==> src/ccs_pkg.sv <==
// Package: register map, field layout, reset values and timing for clock control
package ccs_pkg;

	// ********************************************
	// Register byte offsets
	// ********************************************
	localparam logic [7:0] CCS_CLKSEL_OFF = 8'h00; // Source select and divider
	localparam logic [7:0] CCS_STSEL_OFF  = 8'h04; // Stabilization time select
	localparam logic [7:0] CCS_STCNT_OFF  = 8'h08; // Stabilization status (RO)
	localparam logic [7:0] CCS_OSC_OFF    = 8'h0C; // Oscillator control/status
	localparam logic [7:0] CCS_STOP_OFF   = 8'h10; // STOP entry, write 1

	// ********************************************
	// Field positions
	// ********************************************
	localparam int CCS_DIV_LSB  = 0; // cpu_div_bit2..0 at [2:0]
	localparam int CCS_SRC_BIT  = 4; // cpu_src_subsys_sel
	localparam int CCS_IOSC_BIT = 5; // Internal oscillator as CPU clock
	localparam int CCS_STOPC_BIT = 0; // int_osc_stop_ctl in OSC register
	localparam int CCS_STOPM_BIT = 8; // In STOP, read only
	localparam int CCS_WAIT_BIT = 9; // Stabilization wait running, read only

	// ********************************************
	// Reset values and limits
	// ********************************************
	localparam logic [2:0] CCS_DIV_RST   = 3'h0;
	localparam logic       CCS_IOSC_RST  = 1'b1; // Internal osc drives CPU
	localparam logic [2:0] CCS_STSEL_RST = 3'h5;
	localparam logic [2:0] CCS_STSEL_MAX = 3'h4; // Codes above this clamp
	localparam int         CCS_PRE_W     = 5;    // Prescaler taps /1../32

	// Internal oscillator nominal rate, kHz
	localparam int CCS_IOSC_KHZ = 240;
	localparam int CCS_PCLK_KHZ = 40000;
	// System clocks per internal oscillator tick (rounded down, at least 1)
	localparam int CCS_IOSC_DIV = (CCS_PCLK_KHZ / CCS_IOSC_KHZ) < 1 ? 1 :
		(CCS_PCLK_KHZ / CCS_IOSC_KHZ);

	// Cycles from STOP release until oscillation starts (oscillator start-up)
	localparam int CCS_START_CYC = 8;

	// ********************************************
	// Types
	// ********************************************
	typedef enum logic [1:0] {
		CCS_RUN,
		CCS_STOPPED,
		CCS_OSC_START,
		CCS_WAIT
	} ccs_state_t;

	typedef struct packed {
		logic       iosc;
		logic       src;
		logic [2:0] div;
	} ccs_clksel_t;

endpackage

==> src/ccs_clock_ctl.sv <==
// CPU clock source select, prescaler and STOP-release stabilization wait
// ********************************************
// How it works
// - Counter stops at the selected limit
// - Wait counts only after oscillation starts
// - Internal oscillator drives prescaler when selected
// - Stop control works only if option allows
// - Divider change returning to high-speed accepted
// ********************************************
`timescale 1ns/1ps
module ccs_clock_ctl
	import ccs_pkg::*;
#(
	parameter int STCNT_W = 5,
	parameter int BASE_TICKS = 256 // Base stabilization time, system clock cycles
)(
	input  wire logic        pclk,
	input  wire logic        presetn,
	input  wire logic        psel,
	input  wire logic        penable,
	input  wire logic        pwrite,
	input  wire logic [7:0]  paddr,
	input  wire logic [31:0] pwdata,
	output logic [31:0]      prdata,
	output logic             pready,
	output logic             pslverr,
	input  wire logic        opt_iosc_stoppable,
	input  wire logic        stop_release,
	output logic             cpu_clk_en,
	output logic             iosc_running,
	output logic             in_stop
);

	// ********************************************
	// Registers
	// ********************************************
	ccs_clksel_t clksel_reg, clksel_next;
	logic [2:0] stsel_reg, stsel_next;
	logic [STCNT_W-1:0] stcnt_reg, stcnt_next;
	logic stopc_reg, stopc_next;
	ccs_state_t state_reg, state_next;
	logic [15:0] base_reg, base_next;
	logic [3:0] start_reg, start_next;
	logic [7:0] osc_reg, osc_next;
	logic [CCS_PRE_W-1:0] pre_reg, pre_next;
	logic cpu_en_reg, cpu_en_next;
	logic [31:0] prdata_reg, prdata_next;
	logic pready_reg, pready_next;
	logic pslverr_reg, pslverr_next;

	logic wr, rd_ok, osc_tick, div_tick;
	logic [2:0] lim;
	logic [STCNT_W-1:0] lim_mask;

	assign wr = psel && penable && pwrite && !pready_reg;
	assign lim = (stsel_reg > CCS_STSEL_MAX) ? CCS_STSEL_MAX : stsel_reg;
	// Status mask reaching only the selected limit
	assign lim_mask = STCNT_W'((1 << (32'(lim) + 1)) - 1);
	assign rd_ok = (paddr == CCS_CLKSEL_OFF) || (paddr == CCS_STSEL_OFF) ||
		(paddr == CCS_STCNT_OFF) || (paddr == CCS_OSC_OFF) ||
		(paddr == CCS_STOP_OFF);

	// Internal oscillator tick (stopped if stop control honoured)
	assign osc_tick = (osc_reg == 8'(CCS_IOSC_DIV - 1)) && !stopc_reg;

	// Prescaler tap chosen by divider; internal osc clock feeds it when selected
	always_comb begin
		logic [CCS_PRE_W-1:0] mask;
		mask = '1;
		if (32'(clksel_reg.div) < CCS_PRE_W)
			mask = CCS_PRE_W'((1 << clksel_reg.div) - 1);
		div_tick = (pre_reg & mask) == mask;
	end

	// ********************************************
	// Clock generation next state
	// ********************************************
	always_comb begin
		osc_next = osc_reg;
		pre_next = pre_reg;
		cpu_en_next = 1'b0;
		if (state_reg == CCS_RUN) begin
			if (osc_reg == 8'(CCS_IOSC_DIV - 1))
				osc_next = '0;
			else
				osc_next = osc_reg + 8'h01;
		end
		// Source base tick: internal osc or system clock
		if (clksel_reg.iosc) begin
			if (osc_tick) begin
				pre_next = pre_reg + CCS_PRE_W'(1);
				cpu_en_next = div_tick && state_reg == CCS_RUN;
			end
		end else begin
			pre_next = pre_reg + CCS_PRE_W'(1);
			cpu_en_next = div_tick && state_reg == CCS_RUN;
		end
	end

	// ********************************************
	// Software registers and STOP sequencer next state
	// ********************************************
	always_comb begin
		clksel_next = clksel_reg;
		stsel_next = stsel_reg;
		stopc_next = stopc_reg;
		state_next = state_reg;
		stcnt_next = stcnt_reg;
		base_next = base_reg;
		start_next = start_reg;
		if (wr && paddr == CCS_CLKSEL_OFF) begin
			// Source and divider taken together in one write
			clksel_next.div = pwdata[CCS_DIV_LSB +: 3];
			clksel_next.src = pwdata[CCS_SRC_BIT];
			clksel_next.iosc = pwdata[CCS_IOSC_BIT];
		end
		if (wr && paddr == CCS_STSEL_OFF)
			stsel_next = pwdata[2:0];
		if (wr && paddr == CCS_OSC_OFF && opt_iosc_stoppable)
			stopc_next = pwdata[CCS_STOPC_BIT];
		if (!opt_iosc_stoppable)
			stopc_next = 1'b0;
		case (state_reg)
			CCS_RUN: begin
				if (wr && paddr == CCS_STOP_OFF && pwdata[0]) begin
					state_next = CCS_STOPPED;
					stcnt_next = '0;
				end
			end
			CCS_STOPPED: begin
				if (stop_release) begin
					state_next = CCS_OSC_START;
					start_next = '0;
				end
			end
			CCS_OSC_START: begin
				// Start-up time is not part of the wait
				if (start_reg == 4'(CCS_START_CYC - 1)) begin
					state_next = CCS_WAIT;
					base_next = '0;
				end else
					start_next = start_reg + 4'h1;
			end
			CCS_WAIT: begin
				if (base_reg == 16'(BASE_TICKS - 1)) begin
					base_next = '0;
					if (stcnt_reg == lim_mask)
						state_next = CCS_RUN;
					else
						stcnt_next = (stcnt_reg << 1 | STCNT_W'(1)) &
							lim_mask;
				end else
					base_next = base_reg + 16'h0001;
			end
			default: state_next = CCS_RUN;
		endcase
	end

	// APB answer, one wait state
	always_comb begin
		pready_next = psel && penable && !pready_reg;
		pslverr_next = pready_next && !rd_ok;
		prdata_next = '0;
		if (psel && penable && !pwrite && !pready_reg) begin
			case (paddr)
				CCS_CLKSEL_OFF: prdata_next = 32'({clksel_reg.iosc,
					clksel_reg.src, 1'b0, clksel_reg.div});
				CCS_STSEL_OFF: prdata_next = 32'(stsel_reg);
				CCS_STCNT_OFF: prdata_next = 32'(stcnt_reg);
				CCS_OSC_OFF: prdata_next = 32'(stopc_reg) |
					(32'(state_reg != CCS_RUN) << CCS_STOPM_BIT) |
					(32'(state_reg == CCS_WAIT) << CCS_WAIT_BIT);
				default: prdata_next = '0;
			endcase
		end
	end

	// ********************************************
	// State registers
	// ********************************************
	always_ff @(posedge pclk or negedge presetn) begin
		if (!presetn) begin
			clksel_reg <= '{iosc: CCS_IOSC_RST, src: 1'b0,
				div: CCS_DIV_RST};
			stsel_reg <= CCS_STSEL_RST;
			stcnt_reg <= '0;
			stopc_reg <= 1'b0;
			state_reg <= CCS_RUN;
			base_reg <= '0;
			start_reg <= '0;
			osc_reg <= '0;
			pre_reg <= '0;
			cpu_en_reg <= 1'b0;
			prdata_reg <= '0;
			pready_reg <= 1'b0;
			pslverr_reg <= 1'b0;
		end else begin
			clksel_reg <= clksel_next;
			stsel_reg <= stsel_next;
			stcnt_reg <= stcnt_next;
			stopc_reg <= stopc_next;
			state_reg <= state_next;
			base_reg <= base_next;
			start_reg <= start_next;
			osc_reg <= osc_next;
			pre_reg <= pre_next;
			cpu_en_reg <= cpu_en_next;
			prdata_reg <= prdata_next;
			pready_reg <= pready_next;
			pslverr_reg <= pslverr_next;
		end
	end

	logic iosc_run_reg, in_stop_reg;
	always_ff @(posedge pclk or negedge presetn) begin
		if (!presetn) begin
			iosc_run_reg <= 1'b1;
			in_stop_reg <= 1'b0;
		end else begin
			iosc_run_reg <= !stopc_next;
			in_stop_reg <= state_next != CCS_RUN;
		end
	end

	assign prdata = prdata_reg;
	assign pready = pready_reg;
	assign pslverr = pslverr_reg;
	assign cpu_clk_en = cpu_en_reg;
	assign iosc_running = iosc_run_reg;
	assign in_stop = in_stop_reg;
endmodule

==> config.mk <==
export PLATFORM = sky130hd
export DESIGN_NAME = ccs_clock_ctl
export DESIGN_NICKNAME = d
export VERILOG_FILES = /design/src/ccs_pkg.sv /design/src/ccs_clock_ctl.sv
export SDC_FILE = /design/constraint.sdc
export NUM_CORES = 1
export LEC_CHECK = 0
export BUFFER_PORTS_ARGS = -buffer_cell sky130_fd_sc_hd__buf_4
export CAP_MARGIN = 20
export CORE_ASPECT_RATIO = 1.2
export CORE_UTILIZATION = 54
export DETAILED_ROUTE_END_ITERATION = 8
export PLACE_DENSITY = 0.81
export SLEW_MARGIN = 20
export SYNTH_ARGS = -nofsm -noshare
export SYNTH_HDL_FRONTEND = slang
export SYNTH_SLANG_ARGS = --single-unit
==> constraint.sdc <==
create_clock -name pclk -period 3.1 [get_ports pclk]
set_clock_uncertainty 0.05 [all_clocks]
set_input_delay 0.62 -clock pclk [delete_from_list [all_inputs] [get_ports pclk]]
set_output_delay 0.62 -clock pclk [all_outputs]
set_load 0.02 [all_outputs]
==> flow_summary_export.csv, run 1 <==
group,metric,value,unit
global_route,grt_max_degree,63,
cts,cts_tree,"done",
finish,n_fill_cell,520,
floorplanning,initial_core_util,56.17,%
worst_setup_path,crit_path_end_kind,"flop",
floorplanning,dieArea,6658,sq um
route,vias,2625,
global_route,grt_pass1_vias,2647,
worst_setup_path,path_class,"flop to flop",
sta,final_max_slew_viol_count,0,
logic_synthesis,synth_seq_cells,62,
worst_setup_path,crit_end,"state_reg[0]",
floorplanning,coreArea,6090,sq um
worst_setup_path,critPathLaunch,"stsel_reg[2]",
cts,post_cts_buffers,0,
min_path,hp-class,"primary input to asynchronous set/reset pin",
sta,slew_headroom,48.82,%
cts,hold_buffers,0,
route,met3_length,252,um
floorplanning,die_w,74.66,um
finish,nets,432,
sta,setup_viol,0,
sta,period_needed,2.601,ns
finish,largest_reg_flops,16,
finish,final_common_cell,"dfrtp_1",
route,highest_layer,"met4",
cts,cts.sinks,62,
route,wl_met1,2779,um
placed_design,hpwl,4734,um
cts,cts_resized,0,
global_route,grt_pass1_wl,11780,um
route,ant_nets,0,
global_route,grt_util_all_layers,23.35,%
route,first_iter_violations,132,
worst_setup_path,cp_max_fo,13,
job,cap_violations,0,
placed_design,io_buffers,32,
global_route,grt_overflow,0,
route,avgRoutedWirePerCell,14.64,um
cts,h-tree-depth,3,
finish,insertedDiodeCount,0,
cts,clkLatencyLatePin,0.35,ns
route,remaining_drc_errors,0,
sta,rsz0062_at_grt,"false",
power,power.leakage,1.747,nW
worst_setup_path,worst_setup_path_start_kind,"flop",
worst_setup_path,cp.arrival,2.75,ns
sta,hold_slack,0.3013,ns
cts,cts_buffers,9,
logic_synthesis,synthArstFlopShare,100.0,%
finish,final_cell_mix,"58 x dfrtp_1, 36 x nand2_1, 33 x buf_4, 30 x nor2_1",
power,vdd_ir_drop_max,318.5,uV
route,vias_per_cell,5.645,
logic_synthesis,yosysSeqAreaShare,45.50,%
floorplanning,fp-row-count,31,
logic_synthesis,synth_area_per_cell,9.915,sq um
power,finalPower,2.380,mW
floorplanning,io_pins,84,
logic_synthesis,synth.distinct_cells,60,
logic_synthesis,synth_edf_count,0,
placed_design,placed_cells,449,
cts,cts_root_buf,"clkbuf_8",
logic_synthesis,synth_ff_type,"dfrtp_1",
finish,layout-drive-gt1-share,20.37,%
worst_setup_path,r2r-end,"state_reg[0]",
finish,fin_cells,465,
sta,final_hold_viol_count,0,
cts,cts.clk_slew.worst_paths,0.07,ns
worst_setup_path,rr_startpoint,"stsel_reg[2]",
sta,period_share,83.91,%
worst_setup_path,r2r_cells,7,
logic_synthesis,syn_inst,345,
global_route,antenna_found_initial,0,
cts,clockBufferDepth,2,
route,firstDrtPassIters,4,
route,wirelength,6806,um
finish,area_delta_synth_final,12.66,%
sta,fmaxAchievable,0.3844,GHz
placed_design,gp_congestion,0.8398,
sta,setup_tns,0,ns
logic_synthesis,synth_area,3421,sq um
power,p_per_area,617.6,nW/um^2
route,met2_length,3617,um
logic_synthesis,yosysWarnings,0,
worst_setup_path,reg2reg_slack,0.50,ns
sta,worst_pin_slew,0.7678,ns
status,status,"completed",
floorplanning,fp.dieH,89.19,um
worst_setup_path,critPathRequiredTime,3.25,ns
[report_power, final]
| part | total (mW) | internal, mW | switching (mW) |
|---|---|---|---|
| Combinational | 0.523 | 0.220 | 0.303 |
| Clock | 0.791 | 0.455 | 0.336 |
| Sequential | 1.07 | 0.923 | 0.143 |
[cell usage after synthesis (all sizes together) (3+ instances only)]
cell type	n	area, sq um
dfrtp	58	1451
xnor2	12	105.1
clkbuf	9	33.78
a21o	5	38.79
nand4	9	56.30
nor2b	5	31.28
ha	7	87.58
xor2	8	70.07
a22o	3	26.28
o21ai	26	130.1
nand2	36	135.1
or4	3	26.27
and3	3	18.77
dfstp	4	105.1
nor2	31	123.9
nand3	16	92.59
nand2b	3	18.77
buf	25	191.4
a21oi	8	55.06
nor4	4	40.04
a211oi	3	22.52
inv	7	26.28
or3	4	30.03
mux2i	10	100.1
mux2	9	101.4
nor3	9	50.05
[metrics by stage]
stage               util [%]  cell area (sq um)  worst slack, ns
detailed placement     59.65               3632           0.5468
global placement       59.65               3632           0.6079
CTS                    63.28               3854           0.5034
finish                 63.28               3854           0.4988
global route           63.28               3854           0.3703
floorplan                  -               3507           0.5557
[critical path, stage by stage, from the launching register on]
cell,delay [ns]
dfstp_2,0.64
nor2_1,0.08
ha_1,0.31
o21a_1,0.21
or3_1,0.33
a221oi_2,0.48
a31o_2,0.23
o2111ai_1,0.12
[final cells by class]
cell class	instances	area, sq um	share of cell area [%]
well taps	82	102.6	2.662
flip-flops and latches	62	1556	40.39
repair buffers	33	247.7	6.429
inverters	7	26.28	0.6818
clock buffers	9	123.9	3.214
clock inverters	7	97.59	2.532
multi-input cells	265	1699	44.09
[layer usage]
layer | GRT usage, % | vias to the layer above
li1 | - | 1239
met1 | 26.99 | 1285
met2 | 41.44 | 78
met3 | 5.637 | 23
met4 | 8.919 | 0
met5 | 0 | -
[worst min-delay path by stage]
stage / endpoint / from / cells past startpoint / slack [ns]
floorplan: base_reg[0] / presetn / 0 / 0.27
global placement: pre_reg[4] / pre_reg[4] / 1 / 0.41
detailed placement: pre_reg[4] / pre_reg[4] / 1 / 0.42
CTS: pslverr / presetn / 1 / 0.32
global route: iosc_running / opt_iosc_stoppable / 2 / 0.34
finish: base_reg[13] / presetn / 1 / 0.30
[kinds of logic (layout without fill, tap and decap cells)]
logic type,after synthesis,in the layout,share of synthesized area (%)
buffers and inverters,41,56,7.352
XOR/XNOR,20,20,5.121
AO/OA/AOI/OAI,59,59,11.78
flip-flops,62,62,45.50
adder cells (fa/ha/maj),7,7,2.560
other,1,24,0.1096
multiplexers,20,20,6.547
AND/OR/NAND/NOR,135,135,21.03
(Power assumes the default switching activity.)
==> inputs of run 2 (changes only) <==
Settings changed: ABC_AREA set to 1, PLACE_DENSITY 0.81 to 0.8.
Clock period 3.1 ns to 2.51 ns, I/O delays scaled along.
==> run 2 against run 1 <==
  * Sequential power grew 20%
  * Die area grew 6.0%
  * Flip-flop and latch count is the same
  * Clock power grew 30%
  * Largest power group unchanged
  * Critical path type unchanged
  * Core utilization grew 0.25 points
==> flow_summary_export.csv, run 2 <==
group,metric,value,unit
sta,fmaxAchievable,0.4678,GHz
placed_design,hpwl,5493,um
cts,h-tree-depth,3,
cts,cts.clk_slew.worst_paths,0.07,ns
worst_setup_path,cp.arrival,2.31,ns
route,avgRoutedWirePerCell,13.08,um
logic_synthesis,syn_inst,438,
sta,final_hold_viol_count,0,
finish,layout-drive-gt1-share,18.46,%
sta,rsz0062_at_grt,"false",
global_route,grt_max_degree,63,
logic_synthesis,synth.distinct_cells,46,
power,pwr-share-clk,36.2,%
power,vdd_ir_drop_max,430.7,uV
logic_synthesis,yosysWarnings,0,
route,remaining_drc_errors,0,
logic_synthesis,netlist_top_cells_count,"80 x nand2_1, 61 x inv_1, 58 x dfrtp_1, 31 x nand3_1, 29 x nor2_1",
global_route,grt_util_all_layers,23.87,%
cts,cts_root_buf,"clkbuf_8",
worst_setup_path,cpMostUsedCell,"nand2_1",
route,vias_per_cell,5.228,
power,p_per_area,693.6,nW/um^2
global_route,grt_overflow,0,
cts,cts_buffers,9,
floorplanning,io_pins,84,
worst_setup_path,cp_max_fo,6,
logic_synthesis,synth_area,3630,sq um
sta,period_share,85.17,%
min_path,hp-class,"primary input to asynchronous set/reset pin",
logic_synthesis,synth_edf_count,0,
status,status,"completed",
finish,largest_reg_flops,16,
cts,cts.sinks,62,
worst_setup_path,crit_chain,"inv_2 -> nand2_1 -> nor2_1 -> ha_1 -> inv_1 -> nand3_1 -> nand2_1 -> nand2_1 -> nand2_1 -> nor2_4 -> nand3_2 -> nand3_2 -> nand2_1 -> nand2_1",
floorplanning,dieArea,7055,sq um
logic_synthesis,synthArstFlopShare,100.0,%
power,power.leakage,1.987,nW
cts,clkLatencyLatePin,0.34,ns
floorplanning,fp-row-count,32,
global_route,grt_pass1_wl,13320,um
route,wirelength,7417,um
cts,clockBufferDepth,2,
power,switching_share,29.73,%
logic_synthesis,yosysSeqAreaShare,42.88,%
logic_synthesis,synth_area_leader_cell,"dfrtp_1",
placed_design,gp_congestion,0.8958,
logic_synthesis,synth_seq_cells,62,
finish,final_common_cell,"nand2_1",
power,switching_power,0.8443,mW
finish,n_fill_cell,538,
global_route,grt_pass1_vias,3076,
sta,period_needed,2.138,ns
worst_setup_path,crit_path_end_kind,"flop",
worst_setup_path,slowest_stage,"dfstp_2",
sta,slew_headroom,48.31,%
sta,worst_pin_slew,0.7753,ns
finish,final_cell_mix,"80 x nand2_1, 61 x inv_1, 58 x dfrtp_1, 33 x buf_4, 31 x nand3_1",
floorplanning,fp.dieH,91.81,um
worst_setup_path,worst_setup_path_start_kind,"flop",
power,combinationalPowerShare,18.6,%
worst_setup_path,max_stage_delay,0.60,ns
floorplanning,initial_core_util,56.31,%
power,intPower,1.996,mW
route,vias,2964,
finish,insertedDiodeCount,0,
logic_synthesis,synth.most_common_cell,"nand2_1",
job,cap_violations,0,
finish,fin_cells,567,
sta,setup_ws,0.3723,ns
finish,register_area,1556,sq um
sta,setup_tns,0,ns
logic_synthesis,synth_area_per_cell,8.287,sq um
power,finalPower,2.840,mW
floorplanning,die_w,76.84,um
sta,final_max_slew_viol_count,0,
worst_setup_path,crit_family,"simple AND/OR/NAND/NOR gates",
cts,hold_buffers,0,
logic_synthesis,synth_area_leaders,"dfrtp_1 40%, nand2_1 8.3%, inv_1 6.3%",
worst_setup_path,critPathRequiredTime,2.69,ns
finish,multiInputGateArea,1687,sq um
power,p_seq_share,45.2,%
placed_design,place_ws,0.4273,ns
cts,post_cts_buffers,0,
cts,cts_resized,0,
placed_design,io_buffers,32,
logic_synthesis,synth_top_area_share,39.99,%
route,ant_nets,0,
floorplanning,coreArea,6446,sq um
finish,area_delta_synth_final,12.82,%
cts,cts_tree,"done",
sta,setup_viol,0,
placed_design,placed_cells,551,
finish,nets,531,
route,first_iter_violations,188,
route,firstDrtPassIters,4,
logic_synthesis,synth_ff_type,"dfrtp_1",
worst_setup_path,critPathBufInv,2,
global_route,antenna_found_initial,0,
worst_setup_path,path_class,"flop to flop",
finish,utilization,63.53,%
run 2: changes by cell type after synthesis, sizes merged, moves of 8 or more:
cell    before  now
inv          7   68
nand2       36   87
nand3       16   36
mux2i       10    0
clkbuf       9    0
nor3         9   18
o22ai        1   10
xnor2       12    3
nand4        9   17
run 2: area by class of cell:
class                   instances  share of cell area (%)
clock buffers                  13                   4.125
clock inverters                 3                   1.589
inverters                      69                   6.447
multi-input cells             302                   41.19
flip-flops and latches         62                   38.01
well taps                      85                   2.597
repair buffers                 33                   6.050
run 2: logic make-up after synthesis:
| logic type | after synthesis | share of synthesized area, % |
|---|---|---|
| and+or+nand+nor | 201 | 28.40 |
| buffers and inverters | 97 | 13.03 |
| DFF | 62 | 42.88 |
| AOI/OAI and AO/OA | 50 | 7.928 |
| xor gates and xnor gates | 17 | 4.102 |
| adders and majority gates | 7 | 2.413 |
| muxes | 3 | 1.138 |
| other | 1 | 0.1033 |
run 2: through the flow:
step / hold slack [ns] / area, sq um
6_report: 0.1895 / 4095
5_1_grt: 0.2612 / 4095
3_3_place_gp: 0.4207 / 3861
3_5_place_dp: 0.4241 / 3861
2_1_floorplan: 0.1564 / 3716
4_1_cts: 0.2201 / 4095
run 2: worst paths after layout:
path / from / end / slack [ns] / depth (start not counted)
max in group asynchronous: presetn / stcnt_reg[2] / 1.72 / 1
hold / removal: presetn / stopc_reg / 0.19 / 1
setup reg to reg: stsel_reg[2] / stcnt_reg[2] / 0.37 / 14
setup / recovery: stsel_reg[2] / stcnt_reg[2] / 0.37 / 14
min in group pclk: opt_iosc_stoppable / iosc_running / 0.30 / 2
hold reg to reg: stopc_reg / iosc_running / 0.43 / 1
run 2: power by group through the flow:
| stage | Sequential, mW | Combinational [mW] | Clock (mW) |
|---|---|---|---|
| after floorplan | 1.27 | 0.433 | 0 |
| after global placement | 1.29 | 0.500 | 0 |
| after CTS | 1.28 | 0.530 | 1.04 |
| after detailed placement | 1.30 | 0.523 | 0 |
| final | 1.28 | 0.527 | 1.03 |
| after global routing | 1.31 | 0.607 | 1.09 |
run 2: layer usage:
layer / GRT usage (%) / vias up / part of all wire (%)
met5: 0 / - / 0
met4: 12.18 / 0 / 2.2
met3: 5.572 / 20 / 2.9
met2: 41.67 / 60 / 53
met1: 27.03 / 1419 / 41
li1: - / 1465 / -
==> inputs of run 3 (changes only) <==
--- a/config.mk
+++ b/config.mk
@@ -10,7 +10,8 @@
 export CAP_MARGIN = 20
 export CORE_ASPECT_RATIO = 1.2
-export CORE_UTILIZATION = 54
+export CORE_UTILIZATION = 56
+export CTS_BUF_LIST = sky130_fd_sc_hd__clkbuf_8
 export DETAILED_ROUTE_END_ITERATION = 8
-export PLACE_DENSITY = 0.8
+export PLACE_DENSITY = 0.83
 export SLEW_MARGIN = 20
 export SYNTH_ARGS = -nofsm -noshare
==> constraint.sdc (replaced) <==
create_clock -name pclk -period 2.51 [get_ports pclk]
set_clock_uncertainty 0.05 [all_clocks]
set_input_delay 0.3765 -clock pclk [delete_from_list [all_inputs] [get_ports pclk]]
set_output_delay 0.3765 -clock pclk [all_outputs]
set_load 0.02 [all_outputs]
==> run 3 against run 2 <==
  * Combinational power barely moved
  * Cell count fell by 0.53%
  * Non-clock buffer count did not move
  * Register-to-register slack got worse by 0.04 ns
  * Worst hold slack got worse by 0.14 ns
  * Clock power fell by 6%
  * Critical path type unchanged
==> flow_summary_export.csv, run 3 (same netlist as run 2, synthesis figures left out) <==
group,metric,value,unit
floorplanning,fp-row-count,31,
finish,fin_cells,564,
placed_design,placed_cells,548,
placed_design,gp_congestion,0.9262,
cts,cts_tree,"done",
sta,final_max_slew_viol_count,0,
cts,clockBufferDepth,2,
cts,cts_buffers,9,
sta,slew_headroom,48.89,%
route,ant_nets,0,
power,power.leakage,1.984,nW
floorplanning,io_pins,84,
worst_setup_path,cp.arrival,2.36,ns
sta,setup_viol,0,
cts,post_cts_buffers,0,
sta,fmaxAchievable,0.4582,GHz
sta,period_needed,2.183,ns
route,highest_layer,"met4",
finish,layout-drive-gt1-share,18.05,%
cts,cts_resized,0,
finish,largest_reg_flops,16,
route,avgRoutedWirePerCell,13.41,um
power,p_per_area,682.2,nW/um^2
route,wirelength,7564,um
worst_setup_path,rr_startpoint,"stsel_reg[2]",
sta,rsz0062_at_grt,"false",
cts,h-tree-depth,3,
min_path,hp-class,"primary input to asynchronous set/reset pin",
global_route,antenna_found_initial,0,
floorplanning,fp.dieH,90.20,um
cts,clkLatencyLatePin,0.35,ns
floorplanning,initial_core_util,59.23,%
global_route,grt_max_degree,63,
finish,insertedDiodeCount,0,
route,vias_per_cell,5.379,
sta,worst_pin_slew,0.7666,ns
worst_setup_path,r2r_cells,12,
status,status,"completed",
route,firstDrtPassIters,6,
global_route,grt_util_all_layers,24.84,%
worst_setup_path,critPathRequiredTime,2.69,ns
worst_setup_path,worst_setup_path_start_kind,"flop",
cts,cts.clk_slew.worst_paths,0.07,ns
sta,setup_tns,0,ns
sta,period_share,86.95,%
cts,cts.sinks,62,
route,first_iter_violations,166,
worst_setup_path,critPathLaunch,"stsel_reg[2]",
route,remaining_drc_errors,0,
worst_setup_path,crit_path_end_kind,"flop",
sta,final_hold_viol_count,0,
placed_design,hpwl,5545,um
power,finalPower,2.779,mW
floorplanning,die_w,75.50,um
worst_setup_path,reg2reg_slack,0.33,ns
worst_setup_path,path_class,"flop to flop",
route,vias,3034,
floorplanning,dieArea,6809,sq um
cts,hold_buffers,0,
route,wl_met1,3014,um
job,cap_violations,0,
route,met3_length,403,um
finish,nets,531,
finish,final_common_cell,"nand2_1",
worst_setup_path,crit_end,"in_stop",
placed_design,io_buffers,32,
worst_setup_path,r2r-end,"in_stop",
cts,cts_root_buf,"clkbuf_8",
finish,area_delta_synth_final,12.24,%
global_route,grt_overflow,0,
global_route,grt_pass1_vias,2984,
finish,n_fill_cell,523,
route,met2_length,3937,um
finish,final_cell_mix,"80 x nand2_1, 64 x inv_1, 58 x dfrtp_1, 33 x buf_4, 31 x nand3_1",
global_route,grt_pass1_wl,12810,um
floorplanning,coreArea,6128,sq um
power,vdd_ir_drop_max,412.0,uV
worst_setup_path,cp_max_fo,6,
## run 3: cell types whose count changed in the layout (fill, tap and decap cells not counted)
cell,previous run,this run
inv_1,61,64
clkinvlp_4,0,1
clkbuf_8,12,10
clkbuf_1,1,0
clkinv_2,1,0
## run 3: routing by layer
metal  up-vias  track usage, %
met1      1428           27.99
met4         0           11.27
met2       114           42.04
met5         -               0
li1       1468               -
met3        24           7.287
## run 3: layout make-up
type,count,area (sq um),area share (%)
Multi-Input combinational cell,302,1687,41.40
Sequential cell,62,1556,38.21
Inverter,69,264.0,6.480
Timing Repair Buffer,33,247.7,6.081
Clock buffer,10,137.6,3.378
Tap cell,82,102.6,2.518
Clock inverter,6,78.83,1.935
## run 3: stage by stage
stage	worst slack (ns)	hold WS [ns]	instance area (sq um)	utilization [%]
global route	0.1473	0.1188	4074	66.48
global placement	0.4863	0.4195	3857	62.94
finish	0.3274	0.05332	4074	66.48
detailed placement	0.3783	0.4172	3857	62.94
CTS	0.3378	0.08130	4074	66.48
floorplan	0.6283	0.03091	3716	-
## run 3: power breakdown
group          leakage, nW  internal (mW)  switching (mW)
combinational         1.07          0.217           0.310
clock                0.116          0.575           0.391
sequential           0.799           1.14           0.145
## run 3: worst min path at each step
stage / startpoint / end / slack (ns) / depth (start not counted)
after floorplan: presetn / base_reg[0] / 0.03 / 0
after global placement: stopc_reg / iosc_running / 0.42 / 1
after detailed placement: pre_reg[4] / pre_reg[4] / 0.42 / 1
after CTS: presetn / osc_reg[3] / 0.08 / 1
after global routing: presetn / prdata[8] / 0.12 / 1
final: presetn / pre_reg[3] / 0.05 / 1
## run 3: worst max-delay path, stage by stage, from the launching register on
cell     delay (ns)
dfstp_2        0.61
inv_2          0.08
nand2_1        0.09
nor2_1         0.05
ha_1           0.26
inv_1          0.12
nand3_1        0.12
nand3_1        0.10
nand2_1        0.09
nor2_4         0.11
nand2_1        0.11
a21oi_2        0.17
nand3_1        0.09
